**src/rtl/pwr_mode_pkg.sv**
```systemverilog
// Contract
// - After reset, manual mode: the sleep request pin controls standby and run.
// - Manual mode wakes on pin release, powering analog then converter in fixed order.
// - Each manual wake runs exactly one frame; host may re-assert pin at once.
// - Automatic mode has run, first idle, second idle and sleep states.
// - Run frame rate: 1K below 4 ips, 2K from 4 to 8, 4K above 8.
// - Stay in run while motion keeps being detected.
// - After 50 ms without motion in run, enter first idle.
// - First idle wakes every 10 ms for one frame; motion returns to run.
// - After 8 s of first idle enter second idle, waking every 100 ms.
// - After 10 minutes of second idle enter sleep.
// - Sleep checks one frame like idle, but wakes only every 500 ms.
// - Low-power states do one frame, reload the wake timer, then sleep again.
// - Motion flag pin goes high when motion is detected.
// - After motion, run is not left until the host has read all motion data.
// - Config bit 0 of index 0x05 selects automatic mode; clear means pin control.
package pwr_mode_pkg;

  // ************************************************************
  // Clock, times and derived counts.
  // ************************************************************
  localparam int unsigned CLK_HZ          = 10_000_000;
  localparam int unsigned RUN_IDLE_MS     = 50;
  localparam int unsigned FIRST_IDLE_STATE_WAKE_MS   = 10;
  localparam int unsigned FIRST_IDLE_STATE_DWELL_S   = 8;
  localparam int unsigned SECOND_IDLE_STATE_WAKE_MS   = 100;
  localparam int unsigned SLEEP_AFTER_MIN = 10;
  localparam int unsigned SLEEP_WAKE_MS   = 500;
  localparam int unsigned RC_HZ           = 1000;
  localparam int unsigned RC_DIV          = CLK_HZ / RC_HZ;
  localparam int unsigned RUN_IDLE_TICKS  = RUN_IDLE_MS * RC_HZ / 1000;
  localparam int unsigned FIRST_IDLE_STATE_TICKS     = FIRST_IDLE_STATE_WAKE_MS * RC_HZ / 1000;
  localparam int unsigned SECOND_IDLE_STATE_TICKS     = SECOND_IDLE_STATE_WAKE_MS * RC_HZ / 1000;
  localparam int unsigned SLEEP_TICKS     = SLEEP_WAKE_MS * RC_HZ / 1000;
  localparam int unsigned FIRST_IDLE_STATE_DWELL_TK  = FIRST_IDLE_STATE_DWELL_S * RC_HZ;
  localparam int unsigned SLEEP_AFTER_TK  = SLEEP_AFTER_MIN * 60 * RC_HZ;
  localparam int unsigned POWER_STEP_CYC  = 4;
  localparam int unsigned SPEED_LOW_IPS   = 4;
  localparam int unsigned SPEED_HIGH_IPS  = 8;

  // ************************************************************
  // Configuration register.
  // ************************************************************
  localparam logic [7:0] CFG_INDEX      = 8'h05;
  localparam int unsigned CFG_AUTO_BIT  = 0;
  localparam logic [7:0] CFG_RESET      = 8'h00;

  typedef enum logic [1:0] {RATE_1K, RATE_2K, RATE_4K} rate_t;
  typedef enum logic [1:0] {PS_RUN, PS_FIRST_IDLE_STATE, PS_SECOND_IDLE_STATE, PS_SLEEP} pstate_t;

  typedef struct packed {
    logic       analog_on;
    logic       dcdc_on;
    logic       frame_go;
    rate_t      rate;
    pstate_t    pstate;
  } pwr_out_t;

endpackage

```
**src/rtl/pwr_mode_mgr.sv**
```systemverilog
`timescale 1ns/100ps
module pwr_mode_mgr
  import pwr_mode_pkg::*;
#(
  parameter int unsigned RC_DIV_P       = RC_DIV,
  parameter int unsigned FIRST_IDLE_STATE_DWELL_P  = FIRST_IDLE_STATE_DWELL_TK,
  parameter int unsigned SLEEP_AFTER_P  = SLEEP_AFTER_TK
) (
  input  wire logic       I_CLOCK,
  input  wire logic       I_RESET,
  input  wire logic       I_SLEEP_REQUEST,
  input  wire logic       I_CFG_WE,
  input  wire logic [7:0] I_CFG_INDEX,
  input  wire logic [7:0] I_CFG_DATA,
  input  wire logic       I_FRAME_DONE,
  input  wire logic       I_MOTION_SEEN,
  input  wire logic [5:0] I_SPEED_IPS,
  input  wire logic       I_DATA_PENDING,
  output logic            O_ANALOG_ON,
  output logic            O_DCDC_ON,
  output logic            O_FRAME_GO,
  output logic [1:0]      O_FRAME_RATE,
  output logic [1:0]      O_POWER_STATE,
  output logic            O_AUTO_MODE,
  output logic            O_MOTION_FLAG
);

  // ************************************************************
  // Sequencer states.
  // ************************************************************
  typedef enum logic [2:0] {SQ_OFF, SQ_ANALOG, SQ_DCDC, SQ_FRAME, SQ_WAIT} seq_t;

  seq_t        seq_q, seq_d;
  pstate_t     ps_q, ps_d;
  pwr_out_t    out_q, out_d;
  logic [7:0]  cfg_q;
  logic [31:0] div_q;
  logic [31:0] wake_q;
  logic [31:0] dwell_q;
  logic [2:0]  step_q;
  logic        flag_q;
  logic        run_q;
  logic        sleep_req_q;

  // ************************************************************
  // Decode.
  // ************************************************************
  wire auto_mode   = cfg_q[CFG_AUTO_BIT];
  wire cfg_hit     = I_CFG_WE && (I_CFG_INDEX == CFG_INDEX);
  wire rc_tick     = (div_q == RC_DIV_P - 1);
  wire step_done   = (step_q == 3'(POWER_STEP_CYC - 1));
  wire pin_falling = sleep_req_q && !I_SLEEP_REQUEST;
  wire wake_due    = rc_tick && (wake_q == 32'h0000_0001);
  wire frame_end   = (seq_q == SQ_FRAME) && I_FRAME_DONE;
  wire hold_run    = I_MOTION_SEEN || I_DATA_PENDING;
  wire [31:0] period = (ps_d == PS_FIRST_IDLE_STATE) ? 32'(FIRST_IDLE_STATE_TICKS) :
                       (ps_d == PS_SECOND_IDLE_STATE) ? 32'(SECOND_IDLE_STATE_TICKS) : 32'(SLEEP_TICKS);
  wire rate_t next_rate = (I_SPEED_IPS < 6'(SPEED_LOW_IPS))  ? RATE_1K :
                          (I_SPEED_IPS > 6'(SPEED_HIGH_IPS)) ? RATE_4K : RATE_2K;

  // ************************************************************
  // Power-up sequence and frame issue.
  // ************************************************************
  always_comb begin
    seq_d = seq_q;
    case (seq_q)
      SQ_OFF: begin
        // In run the sequencer must also start from off, or the first run after mode entry never frames.
        if ((!auto_mode && pin_falling) || (auto_mode && (run_q || wake_due))) begin
          seq_d = SQ_ANALOG;
        end
      end
      SQ_ANALOG: begin
        if (step_done) begin
          seq_d = SQ_DCDC;
        end
      end
      SQ_DCDC: begin
        if (step_done) begin
          seq_d = SQ_FRAME;
        end
      end
      SQ_FRAME: begin
        if (I_FRAME_DONE) begin
          seq_d = SQ_WAIT;
        end
      end
      SQ_WAIT: begin
        if (!auto_mode || !run_q) begin
          seq_d = SQ_OFF;
        end else begin
          seq_d = SQ_FRAME;
        end
      end
      default: seq_d = SQ_OFF;
    endcase
  end

  // ************************************************************
  // Automatic power state.
  // ************************************************************
  always_comb begin
    ps_d = ps_q;
    case (ps_q)
      PS_RUN: begin
        if (!hold_run && rc_tick && dwell_q >= 32'(RUN_IDLE_TICKS - 1)) begin
          ps_d = PS_FIRST_IDLE_STATE;
        end
      end
      PS_FIRST_IDLE_STATE: begin
        if (frame_end && I_MOTION_SEEN) begin
          ps_d = PS_RUN;
        end else if (rc_tick && dwell_q >= FIRST_IDLE_STATE_DWELL_P - 1) begin
          ps_d = PS_SECOND_IDLE_STATE;
        end
      end
      PS_SECOND_IDLE_STATE: begin
        if (frame_end && I_MOTION_SEEN) begin
          ps_d = PS_RUN;
        end else if (rc_tick && dwell_q >= SLEEP_AFTER_P - 1) begin
          ps_d = PS_SLEEP;
        end
      end
      PS_SLEEP: begin
        if (frame_end && I_MOTION_SEEN) begin
          ps_d = PS_RUN;
        end
      end
      default: ps_d = PS_RUN;
    endcase
    if (!auto_mode) begin
      ps_d = PS_RUN;
    end
  end

  always_comb begin
    out_d.analog_on = (seq_d != SQ_OFF);
    out_d.dcdc_on   = (seq_d == SQ_DCDC) || (seq_d == SQ_FRAME) || (seq_d == SQ_WAIT);
    out_d.frame_go  = (seq_q == SQ_DCDC && step_done) || (seq_q == SQ_WAIT && seq_d == SQ_FRAME);
    out_d.rate      = (ps_q == PS_RUN) ? next_rate : RATE_1K;
    out_d.pstate    = ps_d;
  end

  // ************************************************************
  // Registers.
  // ************************************************************
  always_ff @(posedge I_CLOCK) begin
    if (I_RESET) begin
      cfg_q <= CFG_RESET;
      seq_q <= SQ_OFF;
      ps_q  <= PS_RUN;
      out_q <= '0;
    end else begin
      if (cfg_hit) begin
        cfg_q <= I_CFG_DATA;
      end
      seq_q <= seq_d;
      ps_q  <= ps_d;
      out_q <= out_d;
    end
  end

  always_ff @(posedge I_CLOCK) begin
    if (I_RESET) begin
      div_q       <= '0;
      step_q      <= '0;
      sleep_req_q <= 1'b1;
    end else begin
      div_q       <= rc_tick ? '0 : div_q + 32'h0000_0001;
      step_q      <= (seq_q == SQ_ANALOG || seq_q == SQ_DCDC) && !step_done ? step_q + 3'h1 : '0;
      sleep_req_q <= I_SLEEP_REQUEST;
    end
  end

  // The run flag keeps frames flowing continuously instead of through the RC timer.
  always_ff @(posedge I_CLOCK) begin
    if (I_RESET) begin
      run_q <= 1'b0;
    end else begin
      run_q <= auto_mode && (ps_d == PS_RUN);
    end
  end

  // Dwell counts RC ticks in the present state, except one landing on a second-idle frame end, and restarts on each state change.
  always_ff @(posedge I_CLOCK) begin
    if (I_RESET) begin
      dwell_q <= '0;
    end else if (ps_d != ps_q || (ps_q == PS_RUN && hold_run)) begin
      dwell_q <= '0;
    end else if (ps_q == PS_SECOND_IDLE_STATE && frame_end && !I_MOTION_SEEN) begin
      dwell_q <= dwell_q;
    end else if (rc_tick) begin
      dwell_q <= dwell_q + 32'h0000_0001;
    end
  end

  // Wake timer reloads on low-power state entry and after every low-power frame without motion, so each period starts at entry or frame end.
  always_ff @(posedge I_CLOCK) begin
    if (I_RESET) begin
      wake_q <= '0;
    end else if ((ps_d != PS_RUN && ps_d != ps_q) || (frame_end && ps_d != PS_RUN)) begin
      wake_q <= period;
    end else if (rc_tick && wake_q != 32'h0) begin
      wake_q <= wake_q - 32'h0000_0001;
    end
  end

  // Motion flag: a new detection wins over the host's read-out clearing it.
  always_ff @(posedge I_CLOCK) begin
    if (I_RESET) begin
      flag_q <= 1'b0;
    end else if (frame_end && I_MOTION_SEEN) begin
      flag_q <= 1'b1;
    end else if (!I_DATA_PENDING && !I_MOTION_SEEN) begin
      flag_q <= 1'b0;
    end
  end

  assign O_ANALOG_ON   = out_q.analog_on;
  assign O_DCDC_ON     = out_q.dcdc_on;
  assign O_FRAME_GO    = out_q.frame_go;
  assign O_FRAME_RATE  = out_q.rate;
  assign O_POWER_STATE = out_q.pstate;
  assign O_AUTO_MODE   = cfg_q[CFG_AUTO_BIT];
  assign O_MOTION_FLAG = flag_q;

endmodule

```
**config.mk**
```make
export PLATFORM = sky130hd
export DESIGN_NAME = pwr_mode_mgr
export DESIGN_NICKNAME = d
export VERILOG_FILES = /design/src/rtl/pwr_mode_pkg.sv /design/src/rtl/pwr_mode_mgr.sv
export SDC_FILE = /design/constraint.sdc
export NUM_CORES = 1
export LEC_CHECK = 0
export BUFFER_PORTS_ARGS = -buffer_cell sky130_fd_sc_hd__clkbuf_2
export CORE_ASPECT_RATIO = 0.8
export CORE_MARGIN = 2
export CORE_UTILIZATION = 59
export DETAILED_ROUTE_END_ITERATION = 7
export HOLD_SLACK_MARGIN = 0.1
export PLACE_DENSITY = 0.77
export SYNTH_ARGS = -nofsm -noshare
export SYNTH_HDL_FRONTEND = slang
export SYNTH_SLANG_ARGS = --single-unit
```
**constraint.sdc**
```tcl
create_clock -name I_CLOCK -period 3.55 [get_ports I_CLOCK]
set_input_delay 0.355 -clock I_CLOCK [delete_from_list [all_inputs] [get_ports I_CLOCK]]
set_output_delay 0.355 -clock I_CLOCK [all_outputs]
set_load 0.05 [all_outputs]
```
==> flow_summary.toml, run 1 <==
[min_path]
min_path_cells = 2
min_path_type = "primary input to flop"
hold_start = "I_SLEEP_REQUEST"
min_to = "sleep_req_q"

[floorplan]
fp.dieH_um = 91.7
ios = 38
die-area_um2 = 10400
rows = 31
coreArea_um2 = 9190
start_util_pct = 61.7
die_w_um = 114

[yosys]
synth-seq-cells = 113
async_flop_share_pct = 0
synthesis.area_um2 = 5670
yosysUniqueCellTypes = 56
syn_nets = 709
synth_edf_count = 0
synthCells = 670
synth_ff_type = "dfxtp_1"
synth_area_per_cell_um2 = 8.46
ys_seq_area_share_pct = 39.9
yosysWarnings = 0

[finish]
final_common_cell = "dfxtp_1"
drive_gt1_share_pct = 12.3
instances_no_fill = 829
final_util_pct = 71.6
mostFrequentLayoutCells = "dfxtp_1 (113), nor2_1 (90), nor3_1 (39), xor2_1 (39), xnor2_1 (37)"
nNetsFinal = 741
finalInstanceArea_um2 = 6590
insertedDiodeCount = 0
area_growth_pct = 16.2

[setup_path]
cp.buffers_inverters = 3
crit-reg2reg-capture = "wake_q[5]"
critPathSlowestCell = "nor4_1"
required_ns = 3.80
timing.rr.start = "div_q[28]"
critPathArrivalTime_ns = 3.44
worst_path_largest_cell_delay_ns = 0.46
r2r_cells = 12
crit_path_max_fanout = 32
regToRegSetupSlack_ns = 0.36
crit_path_end_kind = "flop"
worst-setup-path-type = "flop to flop"
cp-start-kind = "flop"
critical-path-top-delay-family = "simple AND/OR/NAND/NOR gates"
critPathMostFrequentCell = "buf_4"
path_cells = "nor4_1 -> nand4_1 -> buf_4 -> nor3_1 -> a31oi_1 -> o22ai_1 -> nand2_1 -> ha_1 -> inv_1 -> o31a_1 -> buf_4 -> o31ai_1"

[placed_design]
post-place-cells = 798
dpl.hpwl_um = 8890
io_buffers = 30
place_area_um2 = 5950
dp_slack_ns = 0.447
routabilityCongestion = 0.871

[drt]
num_vias = 5125
drt_first_pass_iters = 5
drtIter0Drc = 424
ant_nets = 0
drc = 0
routed_wl_um = 13400
routed_via_density = 6.18
routedWlPerCell_um = 16.1

[global_routing]
met3_usage_pct = 8.39
grtUsageTotal_pct = 26.5
groute.layer.met1.usage_pct = 35.3
busiest_layer = "met2"
gr-total-overflow = 0
antenna_found_initial = 0
grt_pass1_vias = 4858
grt_max_degree = 45
use_met2_pct = 40.7
grt_pass1_wl_um = 22300

[sta]
skew_ns = 0.00821
rsz0062_at_grt = "false"
drv_slew = 0
worst_pin_slew_ns = 0.706
final-hold-violation-count = 0
setup_viol = 0
timing.fmax_ghz = 0.313
finalWorstSetupSlack_ns = 0.360
tns_ns = 0
period_minus_slack_ns = 3.19
relSlewSlack_pct = 52.3
period_share_pct = 89.9

[clocking]
cts.path.max_buffers = 2
clockRootBuffer = "clkbuf_16"
numCtsBuffers = 17
post_cts_resized = 0
cts_hold_buf = 0
cts_setup_buffers = 0
clock_latency_ns = 0.41
clk_pin_slew_ns = 0.05
clock-sinks = 113
ctsHtreeMaxLevel = 4
cts_tree = "built"

[power]
vdd_drop_max_v = 0.000386
power.density_nw_per_um2 = 483
total_leakage_power_nw = 2.37

[run_status]
status = "finished clean"

[flow_run]
drv_cap = 0
-- per-layer routing --
| metal | wire [µm] | share of wire, % | up-vias |
|---|---|---|---|
| met5 | 0 | 0 | - |
| met4 | 163 | 1.2 | 0 |
| met3 | 937 | 7.0 | 21 |
| met2 | 5940 | 45 | 204 |
| met1 | 6300 | 47 | 2394 |
| li1 | - | - | 2506 |
-- how the worst max path moves through the flow --
stage,from,depth (start not counted),endpoint
global route,dwell_q[27],11,wake_q[5]
floorplan,div_q[0],13,wake_q[2]
CTS,div_q[28],12,wake_q[2]
finish,div_q[28],12,wake_q[5]
global placement,dwell_q[27],11,wake_q[2]
detailed placement,div_q[28],11,wake_q[2]
-- through the flow --
stage	hold WS [ns]	total power, mW
2_1_floorplan	0.399	1.35
3_3_place_gp	0.408	1.37
3_5_place_dp	0.419	1.37
4_1_cts	0.146	3.19
5_1_grt	0.148	3.25
6_report	0.151	3.18
-- layout make-up --
class	count	area, µm²
clock buffers	22	484
clock inverters	9	154
fillers	706	2610
inverters	20	75.1
multi-input cells	507	3220
flip-flops and latches	113	2260
well taps	115	144
repair buffers	43	248
-- logic make-up after synthesis --
kind of cell	count (synthesis)	share of synthesized area, %
AO/OA/AOI/OAI	78	9.38
XOR/XNOR	76	11.7
adder cells (fa/ha/maj)	10	2.21
buffers and inverters	50	3.42
flip-flops	113	39.9
multiplexers	3	0.552
AND/OR/NAND/NOR	340	32.8
-- registers in the layout, summed over array words and instances, names as in the netlist, 2 cells and up --
signal,count
div_q,32
dwell_q,32
wake_q,32
seq_q,3
step_q,3
O_FRAME_RATE,2
O_POWER_STATE,2
-- synth_stat cells, types with 3 or more instances --
| cell type | count | area share, % |
|---|---|---|
| dfxtp_1 | 113 | 40 |
| nor2_1 | 90 | 6.0 |
| nor3_1 | 39 | 3.4 |
| xor2_1 | 39 | 6.0 |
| xnor2_1 | 37 | 5.7 |
| nand2_1 | 31 | 2.1 |
| nand4_1 | 29 | 3.2 |
| nor4_1 | 29 | 3.2 |
| nand3_1 | 25 | 2.2 |
| clkbuf_1 | 23 | 1.5 |
| or3_1 | 23 | 2.5 |
| inv_1 | 20 | 1.3 |
| o21ai_0 | 19 | 1.7 |
| and3_1 | 14 | 1.5 |
| o31ai_1 | 14 | 1.9 |
| a21oi_1 | 13 | 1.1 |
| or4_1 | 12 | 1.6 |
| ha_1 | 10 | 2.2 |
| a211oi_1 | 9 | 1.2 |
| and4_1 | 7 | 1.1 |
| or2_2 | 7 | 0.77 |
| and2_1 | 6 | 0.66 |
| nor4b_1 | 6 | 0.93 |
| buf_2 | 5 | 0.44 |
| o311ai_0 | 5 | 0.77 |
| nand4b_1 | 4 | 0.62 |
| nor2b_1 | 4 | 0.44 |
| nand3b_1 | 3 | 0.40 |
-- power by group --
| part | internal [mW] | total [mW] | switching [mW] | leakage, nW |
|---|---|---|---|---|
| clock network | 1.24 | 1.83 | 0.588 | 0.308 |
| registers | 1.28 | 1.28 | 0.00666 | 0.912 |
| logic | 0.0224 | 0.0652 | 0.0428 | 1.15 |
| total | 2.54 | 3.18 | 0.637 | 2.37 |
(Power assumes the default switching activity.)
==> inputs of run 2 (changes only) <==
--- a/config.mk
+++ b/config.mk
@@ -6,12 +6,14 @@
 export NUM_CORES = 1
 export LEC_CHECK = 0
 export BUFFER_PORTS_ARGS = -buffer_cell sky130_fd_sc_hd__clkbuf_2
+export CELL_PAD_IN_SITES_DETAIL_PLACEMENT = 0
+export CELL_PAD_IN_SITES_GLOBAL_PLACEMENT = 1
 export CORE_ASPECT_RATIO = 0.8
 export CORE_MARGIN = 2
-export CORE_UTILIZATION = 59
+export CORE_UTILIZATION = 46
 export DETAILED_ROUTE_END_ITERATION = 7
 export HOLD_SLACK_MARGIN = 0.1
-export PLACE_DENSITY = 0.77
+export PLACE_DENSITY = 0.79
 export SYNTH_ARGS = -nofsm -noshare
 export SYNTH_HDL_FRONTEND = slang
 export SYNTH_SLANG_ARGS = --single-unit
==> run 2 against run 1 <==
  * Register-to-register slack better by 0.08 ns
  * Sequential power about the same
  * Sequential share of layout area down 0.072 points
  * Largest cell class unchanged
  * Global-route usage down 6.2 points
  * Fmax up 2.6%
  * Die area up 27%
  * Highest routed layer unchanged
  * Worst setup slack better by 0.081 ns
  * Power down 4.7%
  * Non-clock buffer count up 2
  * First-iteration DRC count down 32%
  * Hold slack better by 0.0059 ns
==> flow_summary.toml, run 2 (synthesized netlist as in run 1, its figures left out) <==
[run_status]
status = "finished clean"

[setup_path]
required_ns = 3.80
critPathArrivalTime_ns = 3.36
crit_path_end_kind = "flop"
r2r_cells = 11
worst-setup-path-type = "flop to flop"
cp-start-kind = "flop"
crit_path_max_fanout = 32

[sta]
setup_viol = 0
period_share_pct = 87.6
finalWorstSetupSlack_ns = 0.441
relSlewSlack_pct = 54.4
timing.fmax_ghz = 0.322
final-hold-violation-count = 0
worst_pin_slew_ns = 0.675
tns_ns = 0
rsz0062_at_grt = "false"
holdWs_ns = 0.157
skew_ns = 0.00908
period_minus_slack_ns = 3.11
drv_slew = 0

[global_routing]
gr-total-overflow = 0
grt_pass1_wl_um = 21900
grtUsageTotal_pct = 20.3
grt_pass1_vias = 4716
grt_max_degree = 45
antenna_found_initial = 0

[finish]
finalInstanceArea_um2 = 6600
top_regs = "div_q x32, dwell_q x32, wake_q x32"
instances_no_fill = 867
nFillCells = 1115
area_growth_pct = 16.4
final-seq-area_um2 = 2260
multi_input_area_um2 = 3220
nNetsFinal = 743
drive_gt1_share_pct = 12.3
insertedDiodeCount = 0
mostFrequentLayoutCells = "dfxtp_1 (113), nor2_1 (90), nor3_1 (39), xor2_1 (39), xnor2_1 (37)"
final_common_cell = "dfxtp_1"

[floorplan]
coreArea_um2 = 12100
fp.dieH_um = 103
start_util_pct = 46.8
die_w_um = 128
ios = 38
rows = 36
die-area_um2 = 13200

[drt]
num_vias = 4919
drtIter0Drc = 288
routed_via_density = 5.67
routed_wl_um = 12500
drc = 0
drt_first_pass_iters = 5
routedWlPerCell_um = 14.4
ant_nets = 0

[power]
total_leakage_power_nw = 2.37
p_int_mw = 2.43
p_sw_share_pct = 19.7
sequentialPowerShare_pct = 42.4
power.net_switching_mw = 0.596
vdd_drop_max_v = 0.000330
power.density_nw_per_um2 = 459
p_clk_share_pct = 55.5
combPwrFrac_pct = 2.1

[clocking]
numCtsBuffers = 17
cts_tree = "built"
cts_setup_buffers = 0
cts.path.max_buffers = 2
clock-sinks = 113
post_cts_resized = 0
cts_hold_buf = 0
clock_latency_ns = 0.40
clockRootBuffer = "clkbuf_16"
ctsHtreeMaxLevel = 4
clk_pin_slew_ns = 0.05

[min_path]
min_path_type = "primary input to flop"
min_path_cells = 2

[placed_design]
post-place-cells = 837
routabilityCongestion = 0.826
dpl.hpwl_um = 8560
dp_slack_ns = 0.398
place_area_um2 = 6010
io_buffers = 30

[flow_run]
drv_cap = 0
[run 2: changes by cell type in the layout (fill, tap and decap cells not counted), sizes merged]
| cell | previous run | this run |
|---|---|---|
| clkbuf | 52 | 55 |
| buf | 13 | 15 |
| bufinv | 4 | 2 |
| clkinvlp | 2 | 0 |
[run 2: stage by stage]
| step | total power [mW] | utilization (%) |
|---|---|---|
| after global routing | 3.13 | 54.5 |
| after floorplan | 1.35 | - |
| after global placement | 1.37 | 49.6 |
| after detailed placement | 1.37 | 49.6 |
| after CTS | 3.07 | 54.5 |
| final | 3.03 | 54.5 |
[run 2: path summary, 6_finish.rpt]
check | from | endpoint | slack [ns]
max reg2reg | div_q[14] | wake_q[2] | 0.44
min | I_SLEEP_REQUEST | sleep_req_q | 0.16
min reg2reg | step_q[0] | step_q[0] | 0.42
max | div_q[14] | wake_q[2] | 0.44
[run 2: metal layers]
layer | routed length (µm) | part of all wire, % | GRT usage (%)
met5 | 0 | 0 | 0
met4 | 119 | 0.95 | 7.10
met3 | 502 | 4.0 | 4.42
met2 | 5640 | 45 | 33.6
met1 | 6260 | 50 | 26.7
[run 2: layout make-up]
type / instances / area share (%)
clock inverters: 5 / 1.14
well taps: 152 / 2.88
clock buffers: 25 / 7.81
inverters: 20 / 1.14
multi-input cells: 507 / 48.8
flip-flops and latches: 113 / 34.3
repair buffers: 45 / 3.98
[run 2: power groups by stage]
stage | Clock [mW] | Combinational, mW | Sequential [mW]
after floorplan | 0 | 0.0342 | 1.31
after global placement | 0 | 0.0627 | 1.31
after detailed placement | 0 | 0.0647 | 1.31
after CTS | 1.72 | 0.0650 | 1.28
after global routing | 1.77 | 0.0727 | 1.28
final | 1.68 | 0.0642 | 1.28
[run 2: worst max-delay path, stage by stage, from the launching register on]
cell,delay [ns]
dfxtp_1,0.36
nor4b_1,0.33
nand4_1,0.30
or2_2,0.49
nor3_1,0.17
nor2_1,0.07
or2_2,0.31
ha_1,0.20
inv_1,0.09
o31a_1,0.14
buf_4,0.34
o21ai_0,0.15
==> inputs of run 3 (changes only) <==
--- a/config.mk
+++ b/config.mk
@@ -5,12 +5,13 @@
 export SDC_FILE = /design/constraint.sdc
 export NUM_CORES = 1
 export LEC_CHECK = 0
+export ABC_AREA = 1
 export BUFFER_PORTS_ARGS = -buffer_cell sky130_fd_sc_hd__clkbuf_2
 export CELL_PAD_IN_SITES_DETAIL_PLACEMENT = 0
 export CELL_PAD_IN_SITES_GLOBAL_PLACEMENT = 1
 export CORE_ASPECT_RATIO = 0.8
 export CORE_MARGIN = 2
-export CORE_UTILIZATION = 46
+export CORE_UTILIZATION = 44
 export DETAILED_ROUTE_END_ITERATION = 7
 export HOLD_SLACK_MARGIN = 0.1
 export PLACE_DENSITY = 0.79
==> run 3 against run 2 <==
  * Die area rose by 23%
  * Sequential cell count unchanged
  * Combinational power up 12%
  * Sequential share of layout area fell by 4.9 points
  * Largest power group unchanged
==> flow_summary.toml, run 3 <==
[sta]
skew_ns = 0.00948
worst_pin_slew_ns = 0.649
rsz0062_at_grt = "false"
final-hold-violation-count = 0
period_minus_slack_ns = 3.07
timing.fmax_ghz = 0.326
relSlewSlack_pct = 56.7
setup_viol = 0
period_share_pct = 86.4
drv_slew = 0
tns_ns = 0

[floorplan]
die_w_um = 142
coreArea_um2 = 15000
start_util_pct = 44.9
rows = 40
die-area_um2 = 16300
fp.dieH_um = 115
ios = 38

[placed_design]
post-place-cells = 1206
dpl.hpwl_um = 12200
io_buffers = 30
routabilityCongestion = 0.869

[min_path]
min_path_cells = 3
min_path_type = "primary input to flop"

[yosys]
synth_area_leader_cell = "dfxtp_1"
yosysWarnings = 0
syn_nets = 1041
synthCells = 1002
synth_area_leaders = "dfxtp_1 (34%), nor2_1 (11%), nand2_1 (9.6%), inv_1 (7.6%), nand4_1 (5.8%)"
synthMuxAreaShare_pct = 0
synth_ff_type = "dfxtp_1"
synth_top_family_by_area = "simple AND/OR/NAND/NOR gates"
ys_seq_area_share_pct = 33.6
synth_compound_area_share_pct = 5.40
synth_edf_count = 0
synth_commonest_cells = "nor2_1 (190), nand2_1 (172), inv_1 (136)"
synth-seq-cells = 113
async_flop_share_pct = 0
synthesis.area_um2 = 6740
synth_area_per_cell_um2 = 6.73
synth_simple_gate_area_share_pct = 43.0
synth_xor_area_share_pct = 6.50
synth_fa_ha_area_share_pct = 1.86
yosys.area.top_type_share_pct = 33.6
yosysMostFrequentCell = "nor2_1"
yosysUniqueCellTypes = 42

[power]
power.density_nw_per_um2 = 418
vdd_drop_max_v = 0.000314
finalPower_mw = 3.22
total_leakage_power_nw = 3.41

[finish]
drive_gt1_share_pct = 12.0
mostFrequentLayoutCells = "nor2_1 (190), nand2_1 (171), inv_1 (136)"
area_growth_pct = 14.4
instances_no_fill = 1238
final_common_cell = "nor2_1"
insertedDiodeCount = 0
nNetsFinal = 1075
top_regs = "div_q x32, dwell_q x32, wake_q x32"

[global_routing]
antenna_found_initial = 0
grt_pass1_wl_um = 28300
grtUsageTotal_pct = 21.7
grt_pass1_vias = 5637
grt_max_degree = 33
gr-total-overflow = 0

[clocking]
cts_tree = "built"
clk_pin_slew_ns = 0.06
ctsHtreeMaxLevel = 4
clockRootBuffer = "clkbuf_16"
numCtsBuffers = 17
clock_latency_ns = 0.43
cts_hold_buf = 0
cts.path.max_buffers = 2
clock-sinks = 113

[drt]
drt_first_pass_iters = 5
drtIter0Drc = 450
ant_nets = 0
routed_wl_um = 16600
routedWlPerCell_um = 13.4
num_vias = 6317
routed_via_density = 5.10
drc = 0

[setup_path]
required_ns = 3.86
crit_path_max_fanout = 23
cp-start-kind = "flop"
crit_path_end_kind = "flop"
critPathArrivalTime_ns = 3.38
worst-setup-path-type = "flop to flop"
r2r_cells = 19

[run_status]
status = "finished clean"

[flow_run]
drv_cap = 0
[run 3: cell count changes after synthesis, sizes merged, moves of 21 or more]
cell   delta
xnor2    -23
nand4    +34
nand2   +147
nand3    +44
nor2    +110
a21oi    +31
or3      -21
inv     +125
[run 3: worst max-delay path: stages (launching register included)]
cell,delay (ns)
dfxtp_1,0.38
ha_1,0.18
nand2_1,0.13
nor2_1,0.19
nand2_1,0.11
nand2_1,0.07
nand2_1,0.05
nand2_1,0.06
nand2_1,0.05
a21oi_1,0.19
nor2_1,0.06
nor2_1,0.14
inv_1,0.07
ha_1,0.19
inv_1,0.17
nand2_2,0.33
nand2_1,0.28
nand2_1,0.15
nand3_1,0.11
nor2_1,0.04
[run 3: metrics by stage]
step | cell area (µm²) | worst slack [ns] | hold WS [ns] | util (%)
after floorplan | 6740 | 1.01 | 0.399 | -
after global placement | 7060 | 0.433 | 0.413 | 47.1
after CTS | 7710 | 0.366 | 0.134 | 51.3
final | 7710 | 0.482 | 0.146 | 51.3
after detailed placement | 7060 | 0.406 | 0.416 | 47.1
after global routing | 7710 | 0.0246 | 0.150 | 51.3
[run 3: kinds of logic after synthesis]
group | count (synthesis)
buffers and inverters | 166
flip-flops | 113
adder cells (fa/ha/maj) | 10
AO/OA/AOI/OAI | 67
XOR/XNOR | 50
AND/OR/NAND/NOR | 596
[run 3: per-layer routing]
metal	vias to the layer above	track usage [%]	share of wire (%)	wire length, µm
met5	-	0	0	0
met4	0	5.94	1.0	171
met3	15	4.48	4.9	812
met2	122	30.4	40	6570
met1	2840	33.3	54	9040
li1	3340	-	-	-
[run 3: power breakdown]
| part | internal, mW | switching (mW) |
|---|---|---|
| sequential | 1.28 | 0.00513 |
| clock | 1.20 | 0.663 |
| combinational | 0.0228 | 0.0491 |
| total | 2.50 | 0.717 |
[run 3: worst paths after layout]
check | startpoint | endpoint | slack [ns]
setup / recovery | dwell_q[0] | wake_q[7] | 0.48
hold / removal | I_CFG_DATA[0] | cfg_q[0] | 0.15
setup reg to reg | dwell_q[0] | wake_q[7] | 0.48
hold reg to reg | step_q[0] | step_q[0] | 0.42
[run 3: timing repair]
action,4_1_cts,5_1_grt
setup buffers,0,0
endpoints found under the setup margin,0,22
endpoints found under the hold margin,0,0
gates resized for setup,0,1
[run 3: final cells by class]
type	count	area, µm²
Sequential cell	113	2260
Timing Repair Buffer	36	195
Fill cell	1552	7310
Tap cell	189	236
Multi-Input combinational cell	723	3830
Clock buffer	18	439
Clock inverter	14	203
Inverter	145	544
